File: src/pafo_cfg.svh
`ifndef PAFO_CFG_SVH
`define PAFO_CFG_SVH

// ----------------------------------------------------------------------
// Port B pin positions
// ----------------------------------------------------------------------
`define PAFO_PB_SEL 0
`define PAFO_PB_SCK 1
`define PAFO_PB_MOSI 2
`define PAFO_PB_MISO 3
`define PAFO_PB_CM0 4
`define PAFO_PB_CM1A 5
`define PAFO_PB_CM1B 6
`define PAFO_PB_CM2 7

// ----------------------------------------------------------------------
// Port D pin positions
// ----------------------------------------------------------------------
`define PAFO_PD_RXD 2
`define PAFO_PD_TXD 3
`define PAFO_PD_CAP 4
`define PAFO_PD_XCK 5
`define PAFO_PD_TC1 6
`define PAFO_PD_TC2 7

// ----------------------------------------------------------------------
// Address-mask thresholds, one per port C bit, bit 7 first
// ----------------------------------------------------------------------
`define PAFO_PC_THR_7 3'h1
`define PAFO_PC_THR_6 3'h2
`define PAFO_PC_THR_5 3'h3
`define PAFO_PC_THR_4 3'h4
`define PAFO_PC_THR_3 3'h5
`define PAFO_PC_THR_2 3'h6
`define PAFO_PC_THR_1 3'h7
`define PAFO_PC_THR_0 3'h7

// ----------------------------------------------------------------------
// Reset values
// ----------------------------------------------------------------------
`define PAFO_BYTE_RST 8'h00
`define PAFO_PC_OE_RST 8'hFF
`define PAFO_MASK_RST 3'h0

`endif

File: src/pafo_pkg.sv
package pafo_pkg;
	typedef logic [7:0] pafo_byte_t;
	typedef logic [2:0] pafo_mask_t;
endpackage : pafo_pkg

File: src/pafo_pin_mux.sv
module pafo_pin_mux #(
	parameter int WIDTH = 8
) (
	// Port register settings and pad level
	input wire logic [WIDTH-1:0] port_reg_i,
	input wire logic [WIDTH-1:0] dir_reg_i,
	input wire logic [WIDTH-1:0] pin_in_i,
	input wire logic global_pullup_disable_i,
	// Override controls
	input wire logic [WIDTH-1:0] pullup_override_enable_i,
	input wire logic [WIDTH-1:0] pullup_override_value_i,
	input wire logic [WIDTH-1:0] direction_override_enable_i,
	input wire logic [WIDTH-1:0] direction_override_value_i,
	input wire logic [WIDTH-1:0] port_value_override_enable_i,
	input wire logic [WIDTH-1:0] port_value_override_value_i,
	input wire logic [WIDTH-1:0] input_enable_override_enable_i,
	input wire logic [WIDTH-1:0] input_enable_override_value_i,
	// Resolved pad controls
	output logic [WIDTH-1:0] pin_out_o,
	output logic [WIDTH-1:0] pin_oe_o,
	output logic [WIDTH-1:0] pullup_o,
	output logic [WIDTH-1:0] pin_data_o
);
	genvar i;
	generate
		for (i = 0; i < WIDTH; i++) begin : g_bit
			logic in_en;
			// Unless overridden, the pull-up only acts where the direction register marks an input.
			assign pullup_o[i] = pullup_override_enable_i[i] ?
				pullup_override_value_i[i] :
				(port_reg_i[i] & ~dir_reg_i[i] & ~global_pullup_disable_i); // see RQ1
			assign pin_oe_o[i] = direction_override_enable_i[i] ?
				direction_override_value_i[i] : dir_reg_i[i]; // see RQ1
			assign pin_out_o[i] = port_value_override_enable_i[i] ?
				port_value_override_value_i[i] : port_reg_i[i]; // see RQ1
			assign in_en = input_enable_override_enable_i[i] ?
				input_enable_override_value_i[i] : 1'b1; // see RQ1
			assign pin_data_o[i] = pin_in_i[i] & in_en;
		end
	endgenerate
endmodule : pafo_pin_mux

File: src/pafo_top.sv
`include "pafo_cfg.svh"

// Behaviour
// RQ1 - Override enable selects override value over register
// RQ2 - Slave mode forces clock pin to input
// RQ3 - Forced SPI input keeps register-controlled pull-up
// RQ4 - Slave mode forces select pin to input
// RQ5 - Slave active only while select pin low
// RQ6 - Data pins route master/slave paths correctly
// RQ7 - Compare outputs replace port B upper values
// RQ8 - Legacy mode drops timer1 C compare
// RQ9 - Legacy mode makes port C output-only
// RQ10 - Port C drives outputs from reset
// RQ11 - Port C carries address high byte
// RQ12 - Per-pin mask thresholds release address pins
// RQ13 - Address pin: no pull-up, output, address
// RQ14 - Legacy mode reads mask field as zero
// RQ15 - Port D 7/6 feed timer clocks
// RQ16 - Sync clock direction follows bit4 direction
// RQ17 - Port D bit 4 feeds capture
// RQ18 - Port D 3/2 feed external interrupts
// RQ19 - Transmitter forces port D bit 3 output
// RQ20 - Receiver forces port D bit 2 input
// RQ21 - Legacy mode disables USART1 port functions
// RQ22 - Master mode forces MISO pin input
// RQ23 - Slave mode forces MOSI pin input
module pafo_top (
	// Clock and reset
	input wire logic clk_i,
	input wire logic sys_rst_i,
	// Port registers and pads
	input wire pafo_pkg::pafo_byte_t portb_output_reg_i,
	input wire pafo_pkg::pafo_byte_t portb_direction_i,
	input wire pafo_pkg::pafo_byte_t portb_pin_i,
	input wire pafo_pkg::pafo_byte_t portc_output_reg_i,
	input wire pafo_pkg::pafo_byte_t portc_direction_i,
	input wire pafo_pkg::pafo_byte_t portc_pin_i,
	input wire pafo_pkg::pafo_byte_t portd_output_reg_i,
	input wire pafo_pkg::pafo_byte_t portd_direction_i,
	input wire pafo_pkg::pafo_byte_t portd_pin_i,
	// Global controls
	input wire logic global_pullup_disable_i,
	input wire logic legacy_mode_i,
	// SPI unit
	input wire logic spi_unit_enable_i,
	input wire logic spi_master_select_i,
	input wire logic spi_master_out_i,
	input wire logic spi_slave_out_i,
	input wire logic spi_clock_out_i,
	// Timer compare outputs
	input wire logic timer0_compare_out_i,
	input wire logic timer0_compare_enable_i,
	input wire logic timer1a_compare_out_i,
	input wire logic timer1a_compare_enable_i,
	input wire logic timer1b_compare_out_i,
	input wire logic timer1b_compare_enable_i,
	input wire logic timer1c_compare_out_i,
	input wire logic timer1c_compare_enable_i,
	input wire logic timer2_compare_out_i,
	input wire logic timer2_compare_enable_i,
	// External memory
	input wire logic ext_memory_enable_i,
	input wire pafo_pkg::pafo_mask_t ext_address_mask_field_i,
	input wire pafo_pkg::pafo_byte_t ext_address_high_i,
	// USART1 and interrupts
	input wire logic usart1_tx_enable_i,
	input wire logic usart1_rx_enable_i,
	input wire logic usart1_transmit_out_i,
	input wire logic usart1_sync_mode_i,
	input wire logic usart1_sync_clock_out_i,
	input wire logic ext_interrupt3_enable_i,
	input wire logic ext_interrupt2_enable_i,
	// Pad controls
	output pafo_pkg::pafo_byte_t portb_pin_out_o,
	output pafo_pkg::pafo_byte_t portb_pin_oe_o,
	output pafo_pkg::pafo_byte_t portb_pullup_o,
	output pafo_pkg::pafo_byte_t portc_pin_out_o,
	output pafo_pkg::pafo_byte_t portc_pin_oe_o,
	output pafo_pkg::pafo_byte_t portc_pullup_o,
	output pafo_pkg::pafo_byte_t portd_pin_out_o,
	output pafo_pkg::pafo_byte_t portd_pin_oe_o,
	output pafo_pkg::pafo_byte_t portd_pullup_o,
	// Peripheral inputs
	output logic spi_master_in_o,
	output logic spi_slave_in_o,
	output logic spi_clock_in_o,
	output logic spi_slave_active_o,
	output logic timer2_ext_clock_in_o,
	output logic timer1_ext_clock_in_o,
	output logic timer1_capture_in_o,
	output logic ext_interrupt3_in_o,
	output logic ext_interrupt2_in_o,
	output logic usart1_receive_in_o,
	output logic usart1_sync_clock_in_o,
	output pafo_pkg::pafo_mask_t ext_address_mask_read_o
);
	import pafo_pkg::*;

	// ------------------------------------------------------------------
	// Override computation
	// ------------------------------------------------------------------
	localparam logic [23:0] PC_THR = {`PAFO_PC_THR_7, `PAFO_PC_THR_6,
		`PAFO_PC_THR_5, `PAFO_PC_THR_4, `PAFO_PC_THR_3, `PAFO_PC_THR_2,
		`PAFO_PC_THR_1, `PAFO_PC_THR_0};

	pafo_byte_t b_puen, b_puvl, b_dren, b_drvl, b_pven, b_pvvl;
	pafo_byte_t c_puen, c_puvl, c_dren, c_drvl, c_pven, c_pvvl;
	pafo_byte_t d_puen, d_puvl, d_dren, d_drvl, d_pven, d_pvvl;
	pafo_byte_t d_inen, d_invl;
	pafo_mask_t mask;
	logic spi_mst, spi_slv, usart_ok, oc7_en, oc7_val;

	always_comb begin
		spi_mst = spi_unit_enable_i & spi_master_select_i;
		spi_slv = spi_unit_enable_i & ~spi_master_select_i;
		// Legacy parts have no extra peripheral pin functions.
		usart_ok = ~legacy_mode_i; // see RQ21
		mask = legacy_mode_i ? `PAFO_MASK_RST : ext_address_mask_field_i; // see RQ14

		// Port B: SPI pins. Forced inputs keep register pull-up.
		b_puen = `PAFO_BYTE_RST;
		b_dren = `PAFO_BYTE_RST;
		b_drvl = `PAFO_BYTE_RST;
		b_pven = `PAFO_BYTE_RST;
		b_pvvl = `PAFO_BYTE_RST;
		b_puvl = portb_output_reg_i & {8{~global_pullup_disable_i}}; // see RQ3
		b_puen[`PAFO_PB_MISO] = spi_mst; // see RQ22
		b_dren[`PAFO_PB_MISO] = spi_mst; // see RQ22
		b_puen[`PAFO_PB_MOSI] = spi_slv; // see RQ23
		b_dren[`PAFO_PB_MOSI] = spi_slv; // see RQ23
		b_puen[`PAFO_PB_SCK] = spi_slv; // see RQ2
		b_dren[`PAFO_PB_SCK] = spi_slv; // see RQ2
		b_puen[`PAFO_PB_SEL] = spi_slv; // see RQ4
		b_dren[`PAFO_PB_SEL] = spi_slv; // see RQ4
		b_pven[`PAFO_PB_MISO] = spi_slv; // see RQ6
		b_pvvl[`PAFO_PB_MISO] = spi_slave_out_i; // see RQ6
		b_pven[`PAFO_PB_MOSI] = spi_mst; // see RQ6
		b_pvvl[`PAFO_PB_MOSI] = spi_master_out_i; // see RQ6
		b_pven[`PAFO_PB_SCK] = spi_mst;
		b_pvvl[`PAFO_PB_SCK] = spi_clock_out_i;

		// Port B: compare outputs, value only.
		b_pven[`PAFO_PB_CM0] = timer0_compare_enable_i; // see RQ7
		b_pvvl[`PAFO_PB_CM0] = timer0_compare_out_i; // see RQ7
		b_pven[`PAFO_PB_CM1A] = timer1a_compare_enable_i; // see RQ7
		b_pvvl[`PAFO_PB_CM1A] = timer1a_compare_out_i; // see RQ7
		b_pven[`PAFO_PB_CM1B] = timer1b_compare_enable_i; // see RQ7
		b_pvvl[`PAFO_PB_CM1B] = timer1b_compare_out_i; // see RQ7
		// With both compares on bit 7 they are modulated: the port bit
		// picks OR when set and AND when clear.
		oc7_en = timer2_compare_enable_i |
			(timer1c_compare_enable_i & ~legacy_mode_i); // see RQ8
		if (timer2_compare_enable_i && timer1c_compare_enable_i &&
			!legacy_mode_i) begin
			oc7_val = portb_output_reg_i[`PAFO_PB_CM2] ?
				(timer2_compare_out_i | timer1c_compare_out_i) :
				(timer2_compare_out_i & timer1c_compare_out_i);
		end else if (timer2_compare_enable_i) begin
			oc7_val = timer2_compare_out_i; // see RQ8
		end else begin
			oc7_val = timer1c_compare_out_i;
		end
		b_pven[`PAFO_PB_CM2] = oc7_en; // see RQ7
		b_pvvl[`PAFO_PB_CM2] = oc7_val; // see RQ7

		// Port C: address high byte, or output-only in legacy mode.
		for (int i = 0; i < 8; i++) begin
			c_pven[i] = ext_memory_enable_i &
				(mask < PC_THR[i*3 +: 3]); // see RQ12
			c_puen[i] = c_pven[i] | legacy_mode_i; // see RQ13
			c_dren[i] = c_pven[i] | legacy_mode_i; // see RQ9
		end
		c_puvl = `PAFO_BYTE_RST; // see RQ13
		c_drvl = ~`PAFO_BYTE_RST; // see RQ13
		c_pvvl = ext_address_high_i; // see RQ11

		// Port D: USART1 pins and interrupt input enables.
		d_puen = `PAFO_BYTE_RST;
		d_puvl = `PAFO_BYTE_RST;
		d_dren = `PAFO_BYTE_RST;
		d_drvl = `PAFO_BYTE_RST;
		d_pven = `PAFO_BYTE_RST;
		d_pvvl = `PAFO_BYTE_RST;
		d_inen = `PAFO_BYTE_RST;
		d_invl = ~`PAFO_BYTE_RST;
		d_puen[`PAFO_PD_TXD] = usart1_tx_enable_i & usart_ok; // see RQ19
		d_dren[`PAFO_PD_TXD] = usart1_tx_enable_i & usart_ok; // see RQ19
		d_drvl[`PAFO_PD_TXD] = 1'b1; // see RQ19
		d_pven[`PAFO_PD_TXD] = usart1_tx_enable_i & usart_ok; // see RQ19
		d_pvvl[`PAFO_PD_TXD] = usart1_transmit_out_i; // see RQ19
		d_puen[`PAFO_PD_RXD] = usart1_rx_enable_i & usart_ok; // see RQ20
		d_puvl[`PAFO_PD_RXD] = portd_output_reg_i[`PAFO_PD_RXD] &
			~global_pullup_disable_i; // see RQ20
		d_dren[`PAFO_PD_RXD] = usart1_rx_enable_i & usart_ok; // see RQ20
		d_dren[`PAFO_PD_XCK] = usart1_sync_mode_i & usart_ok; // see RQ16
		d_drvl[`PAFO_PD_XCK] = portd_direction_i[`PAFO_PD_CAP]; // see RQ16
		d_pven[`PAFO_PD_XCK] = usart1_sync_mode_i & usart_ok; // see RQ16
		d_pvvl[`PAFO_PD_XCK] = usart1_sync_clock_out_i; // see RQ16
		d_inen[`PAFO_PD_TXD] = ext_interrupt3_enable_i; // see RQ18
		d_inen[`PAFO_PD_RXD] = ext_interrupt2_enable_i; // see RQ18
	end

	// ------------------------------------------------------------------
	// Pin resolution
	// ------------------------------------------------------------------
	pafo_byte_t b_out, b_oe, b_pu, b_data;
	pafo_byte_t c_out, c_oe, c_pu, c_data;
	pafo_byte_t d_out, d_oe, d_pu, d_data;

	pafo_pin_mux #(.WIDTH(8)) u_portb (
		.port_reg_i(portb_output_reg_i),
		.dir_reg_i(portb_direction_i),
		.pin_in_i(portb_pin_i),
		.global_pullup_disable_i(global_pullup_disable_i),
		.pullup_override_enable_i(b_puen),
		.pullup_override_value_i(b_puvl),
		.direction_override_enable_i(b_dren),
		.direction_override_value_i(b_drvl),
		.port_value_override_enable_i(b_pven),
		.port_value_override_value_i(b_pvvl),
		.input_enable_override_enable_i(`PAFO_BYTE_RST),
		.input_enable_override_value_i(`PAFO_BYTE_RST),
		.pin_out_o(b_out),
		.pin_oe_o(b_oe),
		.pullup_o(b_pu),
		.pin_data_o(b_data)
	);

	pafo_pin_mux #(.WIDTH(8)) u_portc (
		.port_reg_i(portc_output_reg_i),
		.dir_reg_i(portc_direction_i),
		.pin_in_i(portc_pin_i),
		.global_pullup_disable_i(global_pullup_disable_i),
		.pullup_override_enable_i(c_puen),
		.pullup_override_value_i(c_puvl),
		.direction_override_enable_i(c_dren),
		.direction_override_value_i(c_drvl),
		.port_value_override_enable_i(c_pven),
		.port_value_override_value_i(c_pvvl),
		.input_enable_override_enable_i(`PAFO_BYTE_RST),
		.input_enable_override_value_i(`PAFO_BYTE_RST),
		.pin_out_o(c_out),
		.pin_oe_o(c_oe),
		.pullup_o(c_pu),
		.pin_data_o(c_data)
	);

	pafo_pin_mux #(.WIDTH(8)) u_portd (
		.port_reg_i(portd_output_reg_i),
		.dir_reg_i(portd_direction_i),
		.pin_in_i(portd_pin_i),
		.global_pullup_disable_i(global_pullup_disable_i),
		.pullup_override_enable_i(d_puen),
		.pullup_override_value_i(d_puvl),
		.direction_override_enable_i(d_dren),
		.direction_override_value_i(d_drvl),
		.port_value_override_enable_i(d_pven),
		.port_value_override_value_i(d_pvvl),
		.input_enable_override_enable_i(d_inen),
		.input_enable_override_value_i(d_invl),
		.pin_out_o(d_out),
		.pin_oe_o(d_oe),
		.pullup_o(d_pu),
		.pin_data_o(d_data)
	);

	// ------------------------------------------------------------------
	// Output registers
	// ------------------------------------------------------------------
	// Everything is registered, so pad and peripheral paths see one
	// cycle of latency; the peripherals must tolerate that skew.
	logic [10:0] next_periph, periph;
	pafo_byte_t pad [9];
	pafo_byte_t next_pad [9];
	pafo_mask_t next_mask_read;

	always_comb begin
		next_pad[0] = b_out;
		next_pad[1] = b_oe;
		next_pad[2] = b_pu;
		next_pad[3] = c_out;
		next_pad[4] = c_oe;
		next_pad[5] = c_pu;
		next_pad[6] = d_out;
		next_pad[7] = d_oe;
		next_pad[8] = d_pu;
		next_mask_read = mask; // see RQ14
		next_periph = '0;
		next_periph[0] = b_data[`PAFO_PB_MISO]; // see RQ6
		next_periph[1] = b_data[`PAFO_PB_MOSI]; // see RQ6
		next_periph[2] = b_data[`PAFO_PB_SCK];
		next_periph[3] = spi_slv & ~b_data[`PAFO_PB_SEL]; // see RQ5
		next_periph[4] = d_data[`PAFO_PD_TC2]; // see RQ15
		next_periph[5] = d_data[`PAFO_PD_TC1]; // see RQ15
		next_periph[6] = d_data[`PAFO_PD_CAP]; // see RQ17
		next_periph[7] = d_data[`PAFO_PD_TXD]; // see RQ18
		next_periph[8] = d_data[`PAFO_PD_RXD]; // see RQ18
		next_periph[9] = d_data[`PAFO_PD_RXD] & usart_ok; // see RQ21
		next_periph[10] = d_data[`PAFO_PD_XCK] & usart_ok &
			usart1_sync_mode_i; // see RQ16
	end

	always_ff @(posedge clk_i) begin
		if (sys_rst_i) begin
			for (int i = 0; i < 9; i++) begin
				pad[i] <= `PAFO_BYTE_RST;
			end
			// Port C drives from reset since legacy mode is the default.
			pad[4] <= `PAFO_PC_OE_RST; // see RQ10
			periph <= '0;
			ext_address_mask_read_o <= `PAFO_MASK_RST;
		end else begin
			pad <= next_pad;
			periph <= next_periph;
			ext_address_mask_read_o <= next_mask_read;
		end
	end

	assign portb_pin_out_o = pad[0];
	assign portb_pin_oe_o = pad[1];
	assign portb_pullup_o = pad[2];
	assign portc_pin_out_o = pad[3];
	assign portc_pin_oe_o = pad[4];
	assign portc_pullup_o = pad[5];
	assign portd_pin_out_o = pad[6];
	assign portd_pin_oe_o = pad[7];
	assign portd_pullup_o = pad[8];
	assign spi_master_in_o = periph[0];
	assign spi_slave_in_o = periph[1];
	assign spi_clock_in_o = periph[2];
	assign spi_slave_active_o = periph[3];
	assign timer2_ext_clock_in_o = periph[4];
	assign timer1_ext_clock_in_o = periph[5];
	assign timer1_capture_in_o = periph[6];
	assign ext_interrupt3_in_o = periph[7];
	assign ext_interrupt2_in_o = periph[8];
	assign usart1_receive_in_o = periph[9];
	assign usart1_sync_clock_in_o = periph[10];
endmodule : pafo_top

File: config.mk
export PLATFORM = sky130hd
export DESIGN_NAME = pafo_top
export DESIGN_NICKNAME = d
export VERILOG_FILES = /design/src/pafo_pkg.sv /design/src/pafo_pin_mux.sv /design/src/pafo_top.sv
export VERILOG_INCLUDE_DIRS = /design/src
export SDC_FILE = /design/constraint.sdc
export NUM_CORES = 1
export LEC_CHECK = 0
export BUFFER_PORTS_ARGS = -buffer_cell sky130_fd_sc_hd__buf_2
export CELL_PAD_IN_SITES_DETAIL_PLACEMENT = 0
export CELL_PAD_IN_SITES_GLOBAL_PLACEMENT = 1
export CORE_MARGIN = 2
export CORE_UTILIZATION = 31
export DETAILED_ROUTE_END_ITERATION = 7
export GPL_TIMING_DRIVEN = 1
export MAX_ROUTING_LAYER = met4
export PLACE_DENSITY_LB_ADDON = 0.15
export SLEW_MARGIN = 20
export SYNTH_ARGS = -nofsm -noshare
export SYNTH_HDL_FRONTEND = slang
export SYNTH_SLANG_ARGS = --single-unit
File: constraint.sdc
create_clock -name clk_i -period 1.55 [get_ports clk_i]
set_input_delay 0.2325 -clock clk_i [delete_from_list [all_inputs] [get_ports clk_i]]
set_output_delay 0.2325 -clock clk_i [all_outputs]
set_load 0.01 [all_outputs]
# After elaboration in Yosys (flattened, before gate mapping)
# Index checks and enable logic that the tools add are counted.
totals:
  output_inout_bits: 86
  wordCells: 181
  inputBits: 110
  reg_bits: 86
classes:
  order_cmp: 7
  n_mux: 28
  bitwise: 105
  reduce_logical: 14
op_table:
  columns: ["operator", "count"]
  rows:
  - ["AND 1 bit", 67]
  - ["NOT 1 bit", 28]
  - ["2-to-1 mux 1 bit", 27]
  - ["OR reduction 2 bit", 11]
  - ["< comparator 3 bit, second input constant", 4]
  - ["bitwise OR 1 bit", 9]
  - ["< comparator 3 x 2 -> 1 bit, second input constant", 2]
  - ["AND 4 bit", 1]
  - ["< comparator 3 x 1 -> 1 bit, second input constant", 1]
  - ["2-to-1 mux 3 bit", 1]
  - ["logical AND 1 bit", 2]
  - ["zero test 1 bit", 1]

# Depth between registers and ports, before layout
# Gate-level depths: netlist (run 1).
depth:
  depth_word: 5
  depth_mapped: 4
  ltp_nobuf: 3

# Modules after synthesis
# A second synthesis (run 1) with hierarchy kept.
unflattened:
  hier_cells: 430
  hier_area_um2: 4003.8
modules_own_cells:
  columns: ["module", "area_per_inst_um2", "n_inst", "seq_area_each_um2", "cells_each"]
  rows:
  - ["pafo_top", 2648.8, 1, 1721.7, 235]
  - ["pafo_pin_mux", 451.7, 3, 0.0, 65]

# Least setup slack after synthesis (run 1)
# Ideal clock, no wire load.
synth_timing:
  path_type: "input -> register"
  start: "in legacy_mode_i"
  end: "reg pad, in the netlist portc_pin_oe_o[0]"
  path_buffers: 0
  required_ns: 1.416
  arrival_time_ns: 0.972
  path_stages: 3
  setup_time_ns: 0.134
  path_slack_ns: 0.443
  cell_sequence: "and2b_2 a31oi_4 or4_1"
synth_via:
  elab_chain_cells: 5
synth_rtl:
  columns: ["element", "line", "rtl"]
  rows:
  - ["start: declaration", "pafo_top.sv:43", "input wire logic legacy_mode_i,"]
  - ["2-to-1 mux 3 bit", "pafo_top.sv:118", "mask = legacy_mode_i ? `PAFO_MASK_RST : ext_address_mask_field_i;"]
  - ["< comparator 3 bit", "pafo_top.sv:169", "(mask < PC_THR[i*3 +: 3]);"]
  - ["AND 1 bit", "pafo_top.sv:168", "c_pven[i] = ext_memory_enable_i &"]
  - ["bitwise OR 1 bit (*)", "pafo_top.sv:171", "c_dren[i] = c_pven[i] | legacy_mode_i;"]
  - ["OR reduction 2 bit (no line) (*)", null, null]
  - ["end signal: indexed assignment", "pafo_top.sv:306", "pad[i] <= `PAFO_BYTE_RST;"]
  - ["end signal: assignment", "pafo_top.sv:313", "pad <= next_pad;"]
  - ["end: declaration", "pafo_top.sv:273", "pafo_byte_t pad [9];"]
# Every way passes the cells marked *; elsewhere a longest branch is shown, timed or not.
# A chain may end at the register's enable or synchronous reset.

# Worst setup path in the final report (run 1)
layout_timing:
  start: "reg pad, in the netlist portb_pullup_o[6]"
  end: "out portb_pullup_o[6]"
layout_rtl:
  columns: ["element", "line", "rtl"]
  rows:
  - ["end: declaration", "pafo_top.sv:76", "output pafo_pkg::pafo_byte_t portb_pullup_o,"]
# No word-level cell between the ends.

==> flow_summary.ini, run 1 <==
[cts]
cts_tree = yes
cts_sinks = 86
htreeDepth = 3
clock_path_buffers = 2
cts_setup_buffers = 0
numCtsBuffers = 9
ctsResizeCount = 0
clk_root_buffer_cell = clkbuf_8
cts_hold_buf = 0
clk_pin_slew_ns = 0.09

[floorplanning]
io_pins = 196
dieHeight_um = 98.06
dieArea_um2 = 9616
core_um2 = 8636
die_x_um = 98.06
start_util_pct = 31.76
rows = 34

[pwr]
power_leakage_nw = 1.997
pwr-share-clk_pct = 37.6
p_comb_share_pct = 11.2
p_int_mw = 3.503
seq_power_share_pct = 51.2
switching_power_mw = 1.050
powerDensity_nw_per_um2 = 1136
irDropWorstVdd_mv = 0.4261
p_sw_share_pct = 23.06

[worst_setup_path]
crit_type = flop to output port
cp_slowest_stage_delay_ns = 0.33
cp_cell_sequence = buf_2
cp_max_fo = 1
crit_family = flip-flops
critPathCaptureType = output port
path_buf_inv = 1
cp-start-kind = flop
crit_arrival_ns = 0.80
cp.required_ns = 1.32
critPathSlowestCell = dfxtp_1

[synthesis]
ys_warn_count = 0
synthTopCellsByArea = dfxtp_1 (63%), nor2b_1 (6.4%), mux2i_1 (4.7%)
syn-cell-area_um2 = 2743
synth_top_cell_by_area = dfxtp_1
syn_nets = 359
ys_seq_elements = 86
yosys.cell_types.count = 36
avgSynthCellArea_um2 = 11.01
ys_seq_area_share_pct = 62.77
netlist.area_leader.share_pct = 62.77
netlist_instances = 249

[sta]
layout_min_cycle_time_ns = 1.030
finalMaxSlewViolations = 0
tightest_slew_ns = 0.4215
maxSlewHeadroom_pct = 71.90
setup_slack_ns = 0.5201
min_period_over_period_pct = 66.44
tns_ns = 0
rsz0062_at_grt = no
hold_viol_final = 0
max_freq_mhz = 971.0
holdWs_ns = 0.03954
setup_violations = 0

[placement]
portBuffers = 179
hpwl_um = 5653
place_ws_ns = 0.2171
dp.cells = 532
place_congestion = 0.7488

[finish]
instances_no_fill = 548
area_growth_pct = 46.08
nets = 545
largest_register = periph
num-fill-cells = 899
drive_gt1_share_pct = 46.47
largest_reg_flops = 11

[worst_hold_path]
hold_path_class = input pin to flop

[detailed_routing]
avgRoutedWirePerCell_um = 13.44
ant_nets = 0
drc = 0
num_vias = 2363
drt_first_pass_iters = 4
viasPerCell = 4.312
routed_wl_um = 7364
drtIter0Drc = 76

[job]
cap_viol_max_count = 0

[global_route]
grt_usage_pct = 15.92
overflow = 0
grt_pass1_vias = 2275
antenna_found_initial = 1
grt_pass1_wl_um = 11540
grt_max_degree = 36

[outcome]
status = completed
-- per-layer routing --
| layer | wire (um) | global-route usage [%] | vias up | part of all wire [%] |
|---|---|---|---|---|
| li1 | - | - | 1206 | - |
| met1 | 3297 | 20.39 | 1050 | 45 |
| met2 | 3431 | 23.76 | 100 | 47 |
| met3 | 538 | 4.510 | 7 | 7.3 |
| met4 | 96 | 6.410 | 0 | 1.3 |
| met5 | 0 | - | - | 0 |
-- cell type report --
type	count	area, um2	area share [%]
diodes	1	2.502	0.06246
well taps	108	135.1	3.373
clock buffers	10	137.6	3.435
inverters	3	11.26	0.2811
flip-flops and latches	86	1722	42.97
repair buffers	184	945.9	23.61
clock inverters	5	83.83	2.092
multi-input cells	151	968.4	24.17
-- Yosys cell counts --
master    instances
nor3_2            1
o21ai_1           2
a31oi_1           1
and3b_1           1
nor3b_1          10
nor3b_2           1
or2_1             2
dfxtp_1          86
nor3_1            7
nand2_1          12
and4b_1           2
mux2i_1          13
clkbuf_1          4
or2b_1            1
a31oi_4           1
or3b_2            1
o311ai_1          1
a21oi_1          11
nor2_1           13
buf_1             1
nand3b_1          2
and3_1            4
o31ai_1           1
and2b_2           1
o21ai_0           2
buf_2             3
and2_1            7
a2111o_1          1
inv_1             3
buf_4             1
nor2b_1          28
nand3_1           5
nand4_1           1
or4_1             3
a31o_1            1
nand2b_1         15
-- cells in the final DEF (no fill, tap or decap), types with 2 or more instances in the layout --
cell type,n
mux2i_1,13
nor2_1,13
or2_1,2
buf_2,179
nor2b_1,28
dfxtp_1,86
and3_1,4
buf_4,4
nor3_1,7
inv_1,3
nand2_1,12
nand2b_1,15
and2_1,7
o21ai_1,2
bufinv_16,2
and4b_1,2
or4_1,3
nand3_1,5
nand3b_1,2
nor3b_1,10
o21ai_0,2
clkinvlp_4,2
clkbuf_8,10
a21oi_1,11
-- path summary, 6_finish.rpt --
path,from,end,slack [ns],cells past startpoint
worst min-delay path,portd_direction_i[7],portd_pullup_o[7],0.04,2
worst max-delay path,portb_pullup_o[6],portb_pullup_o[6],0.52,1
-- kinds of logic (layout without fill, tap and decap cells) --
group,count (synthesis),count (layout),synth area share (%)
AOI/OAI and AO/OA,21,21,5.064
buffers and inverters,12,202,1.916
DFF,86,86,62.77
muxes,13,13,4.744
other,0,1,0
and+or+nand+nor,117,117,25.50
-- metrics by stage --
step                util (%)  cell area, um2  power, mW
floorplan                  -            2743      2.610
global placement       43.80            3782      2.894
detailed placement     43.80            3782      2.898
CTS                    46.36            4004      4.630
global route           46.39            4006      4.806
finish                 46.39            4006      4.552
-- power by group through the flow --
stage / Sequential, mW / Clock (mW) / Combinational, mW
after floorplan: 2.44 / 0 / 0.168
after global placement: 2.38 / 0 / 0.512
after detailed placement: 2.38 / 0 / 0.515
after CTS: 2.33 / 1.78 / 0.517
after global routing: 2.34 / 1.90 / 0.561
final: 2.33 / 1.71 / 0.509
Power figures use the tool's default switching activity.
==> run 2: changes to the inputs <==
Settings changed: ABC_AREA set to 1, CORE_UTILIZATION 31 to 24.
Clock period 1.55 ns to 0.8 ns, I/O delays scaled along.
==> flow_summary.ini, run 2 <==
[floorplanning]
rows = 38
die_x_um = 110.4
start_util_pct = 24.86
core_um2 = 10940
dieHeight_um = 110.4
dieArea_um2 = 12200
io_pins = 196

[detailed_routing]
drtIter0Drc = 75
drt_first_pass_iters = 4
avgRoutedWirePerCell_um = 12.45
ant_nets = 0
drc = 0
viasPerCell = 3.847
num_vias = 2712
routed_wl_um = 8777

[pwr]
seq_power_share_pct = 47.0
switching_power_mw = 2.350
p_sw_share_pct = 24.15
power_leakage_nw = 2.539
p_int_mw = 7.379
p_comb_share_pct = 13.4
powerDensity_nw_per_um2 = 2008
pwr-share-clk_pct = 39.6
irDropWorstVdd_mv = 0.8960

[worst_setup_path]
cp_slowest_stage_delay_ns = 0.31
cp.required_ns = 0.68
crit_family = flip-flops
crit_path_end = spi_slave_active_o
cp_max_fo = 1
critPathSlowestCell = dfxtp_1
cp-startpoint = periph[3]
crit_arrival_ns = 0.78
cp-start-kind = flop
cp_cell_sequence = buf_2
crit_type = flop to output port
crit_cells = 1
path_buf_inv = 1
critPathCaptureType = output port

[placement]
dpl-instance-area_um2 = 3939
hpwl_um = 6650
place_ws_ns = -0.1750
portBuffers = 179
place_congestion = 0.7914

[sta]
maxSlewHeadroom_pct = 84.86
rsz0062_at_grt = yes
max_freq_mhz = 1115
finalMaxSlewViolations = 0
setup_slack_ns = -0.09650
min_period_over_period_pct = 112.1
hold_viol_final = 0
setup_violations = 86
layout_min_cycle_time_ns = 0.8965
tightest_slew_ns = 0.2250
holdWs_ns = 0.005313

[job]
cap_viol_max_count = 0

[cts]
numCtsBuffers = 9
cts_sinks = 86
clock_path_buffers = 2
cts_setup_buffers = 0
cts_tree = yes
htreeDepth = 3
clk_pin_slew_ns = 0.06
clk_root_buffer_cell = clkbuf_16

[outcome]
status = complete, but fails checks
violations = setup timing

[worst_hold_path]
hold_path_class = input pin to flop
hold_depth = 2

[global_route]
antenna_found_initial = 1
grt_pass1_wl_um = 13640
grt_usage_pct = 14.69
overflow = 0
grt_pass1_vias = 2721
grt_max_degree = 18

[synthesis]
synthTopCellsByArea = dfxtp_1 (63%), nor2_1 (9.9%), inv_1 (6.8%)
synth_top_flop_cell = dfxtp_1
avgSynthCellArea_um2 = 8.444
ys_seq_elements = 86
yosysMostFrequentCell = dfxtp_1
syn_nets = 432
ys_seq_area_share_pct = 63.32
synth_async_sr_flop_share_pct = 0
netlist_instances = 322
netlist.area_leader.share_pct = 63.32
synth_edf_count = 0
yosys.cell_types.count = 23
synth_common_cells = dfxtp_1 (86), nor2_1 (72), inv_1 (49)
synth_top_cell_by_area = dfxtp_1
ys_warn_count = 0
syn-cell-area_um2 = 2719

[finish]
final_cell_area_um2 = 4845
final_common_cell = buf_2
finish.utilization_pct = 44.30
drive_gt1_share_pct = 46.99
largest_register = periph
area_growth_pct = 78.19
largest_reg_flops = 11
final_cell_mix = buf_2 (138), nor2_1 (71), inv_1 (49)
nets = 669
num-fill-cells = 1139
[run 2: cell families (layout without fill, tap and decap cells)]
kind of cell / after synthesis / count (layout) / synth area share (%)
AO/OA/AOI/OAI: 27 / 27 / 5.062
buffers and inverters: 61 / 303 / 8.697
flip-flops: 86 / 86 / 63.32
other: 0 / 1 / 0
AND/OR/NAND/NOR: 148 / 148 / 22.92
[run 2: worst min path at each step]
stage	start	end	slack [ns]
after floorplan	global_pullup_disable_i	portd_pullup_o[2]	0.20
after global placement	portb_pin_i[0]	periph[3]	0.29
after detailed placement	portb_pin_i[0]	periph[3]	0.29
after CTS	portd_pin_i[5]	periph[10]	0.00008
after global routing	ext_address_high_i[6]	portc_pin_out_o[6]	0.005
final	portc_direction_i[0]	portc_pin_oe_o[0]	0.005
[run 2: layout make-up]
type / instances / area, um2 / area share (%)
Multi-Input combinational cell: 175 / 765.7 / 15.81
Timing Repair Buffer: 233 / 1650 / 34.06
Inverter: 54 / 205.2 / 4.236
Clock buffer: 10 / 239.0 / 4.933
Sequential cell: 86 / 1770 / 36.54
Tap cell: 140 / 175.2 / 3.616
Clock inverter: 6 / 36.28 / 0.7490
Antenna cell: 1 / 2.502 / 0.05165
[run 2: per-layer routing]
| metal | track usage, % | up-vias | routed length (um) | part of all wire [%] |
|---|---|---|---|---|
| li1 | - | 1447 | - | - |
| met1 | 17.43 | 1146 | 3919 | 45 |
| met2 | 22.90 | 103 | 4099 | 47 |
| met3 | 4.116 | 16 | 538 | 6.1 |
| met4 | 7.333 | 0 | 220 | 2.5 |
| met5 | - | - | 0 | 0 |
[run 2: power groups by stage]
stage | Clock, mW | Combinational, mW | Sequential, mW
after global placement | 0 | 1.09 | 4.62
final | 3.85 | 1.31 | 4.57
after floorplan | 0 | 0.343 | 4.73
after global routing | 4.23 | 1.44 | 4.58
after CTS | 3.96 | 1.25 | 4.54
after detailed placement | 0 | 1.09 | 4.62
[run 2: stage by stage]
step,setup TNS [ns],power (mW),cells
floorplan,0,5.076,322
detailed placement,-4.683,5.710,656
finish,-6.759,9.729,705
global route,-9.654,10.25,705
global placement,-3.466,5.705,656
CTS,-8.309,9.755,705
[run 2: repair_timing]
action,4_1_cts,5_1_grt
endpoints found under the hold margin,39,1
pin swaps,0,10
gates resized for setup,25,55
setup endpoints to repair,86,92
hold buffers,33,1
==> run 3: changes to the inputs <==
Settings changed: ABC_AREA 1 to not set, CORE_UTILIZATION 24 to 26, GPL_ROUTABILITY_DRIVEN set to 0.
==> flow_summary.ini, run 3 (same netlist as run 1, synthesis figures left out) <==
[worst_setup_path]
critPathSlowestCell = dfxtp_1
crit_cells = 1
cp_max_fo = 1
cp_cell_sequence = buf_2
cp.required_ns = 0.68
crit_family = flip-flops
crit_path_end = portd_pin_oe_o[5]
cp-start-kind = flop
cp_slowest_stage_delay_ns = 0.32
critPathCaptureType = output port
crit_arrival_ns = 0.78
path_buf_inv = 1
crit_type = flop to output port
cp-startpoint = portd_pin_oe_o[5]

[worst_hold_path]
hold_path_class = input pin to flop

[cts]
cts_tree = yes
numCtsBuffers = 9
cts_sinks = 86
clk_root_buffer_cell = clkbuf_8
clk_pin_slew_ns = 0.08
clock_path_buffers = 2
htreeDepth = 3
cts_hold_buf = 36

[finish]
final_cell_mix = buf_2 (138), dfxtp_1 (46), buf_6 (41)
final_common_cell = buf_2
diodes = 0
nets = 608
drive_gt1_share_pct = 54.38
largest_register = periph
area_growth_pct = 81.43
largest_reg_flops = 11
finish.utilization_pct = 48.42

[detailed_routing]
viasPerCell = 4.119
avgRoutedWirePerCell_um = 12.74
num_vias = 2628
drtIter0Drc = 49
drt_first_pass_iters = 4
drc = 0
routed_wl_um = 8127
ant_nets = 0

[pwr]
powerDensity_nw_per_um2 = 1957
power_leakage_nw = 2.372
irDropWorstVdd_mv = 0.9870
total_power_mw = 9.738

[sta]
hold_viol_final = 5
setup_slack_ns = -0.1040
maxSlewHeadroom_pct = 78.88
tns_ns = -7.364
finalMaxSlewViolations = 0
tightest_slew_ns = 0.3141
setup_violations = 86
max_freq_mhz = 1106
holdWs_ns = -0.04509
layout_min_cycle_time_ns = 0.9040
min_period_over_period_pct = 113.0
rsz0062_at_grt = yes

[floorplanning]
io_pins = 196
dieArea_um2 = 11390
core_um2 = 10280
dieHeight_um = 106.7
rows = 37
start_util_pct = 26.69
die_x_um = 106.7

[outcome]
violations = hold timing, setup timing
status = complete, but fails checks

[global_route]
grt_usage_pct = 14.49
grt_max_degree = 21
overflow = 0
grt_pass1_wl_um = 12410
antenna_found_initial = 0
grt_pass1_vias = 2638

[placement]
hpwl_um = 6199
place_ws_ns = -0.3666
portBuffers = 179

[job]
cap_viol_max_count = 0
-- run 3: cell types whose count changed in the layout (fill, tap and decap cells not counted), sizes merged, moves of 7 or more --
cell / delta
nand2b: +15
inv: -51
nor3b: +11
buf: +12
nor2: -62
nor2b: +28
and2: +7
nand2: -33
mux2i: +13
o21ai: -10
-- run 3: final cells by class --
| type | instances | area [um2] |
|---|---|---|
| Multi-Input combinational cell | 151 | 985.9 |
| Timing Repair Buffer | 247 | 1785 |
| Tap cell | 136 | 170.2 |
| Sequential cell | 86 | 1772 |
| Fill cell | 1017 | 5301 |
| Clock inverter | 4 | 120.1 |
| Clock buffer | 11 | 131.4 |
| Inverter | 3 | 11.26 |
-- run 3: how the worst min path moves through the flow --
| stage | endpoint | slack, ns | cells past startpoint | from |
|---|---|---|---|---|
| after global routing | portc_pullup_o[0] | -0.07 | 2 | portc_direction_i[0] |
| after global placement | periph[3] | 0.29 | 2 | portb_pin_i[0] |
| after detailed placement | periph[3] | 0.29 | 2 | portb_pin_i[0] |
| final | portc_pullup_o[0] | -0.05 | 2 | portc_direction_i[0] |
| after floorplan | portc_pullup_o[2] | 0.19 | 1 | global_pullup_disable_i |
| after CTS | portc_pullup_o[0] | -0.07 | 2 | portc_direction_i[0] |
-- run 3: routing by layer --
metal	vias to the layer above	GRT usage [%]	wire, um
li1	1330	-	-
met3	8	2.979	574
met2	108	24.52	4026
met4	0	5.009	87
met5	-	-	0
met1	1182	17.18	3439
-- run 3: metrics by stage --
stage	std cells	area, um2	hold slack [ns]
6_report	638	4976	-0.04509
5_1_grt	638	4976	-0.07184
2_1_floorplan	249	2760	0.1895
3_3_place_gp	587	4043	0.2930
4_1_cts	638	4760	-0.06840
3_5_place_dp	587	4043	0.2886
-- run 3: timing repair --
item	4_1_cts	5_1_grt
hold endpoints to repair	50	6
setup endpoints to repair	86	92
cloned	0	0
buffers inserted	0	0
gates resized for setup	29	58
-- run 3: where the power goes --
group	internal, mW	leakage [nW]	total, mW	switching (mW)
clock network	2.38	0.124	3.82	1.44
logic	0.798	1.53	1.36	0.561
registers	4.49	0.719	4.56	0.0649
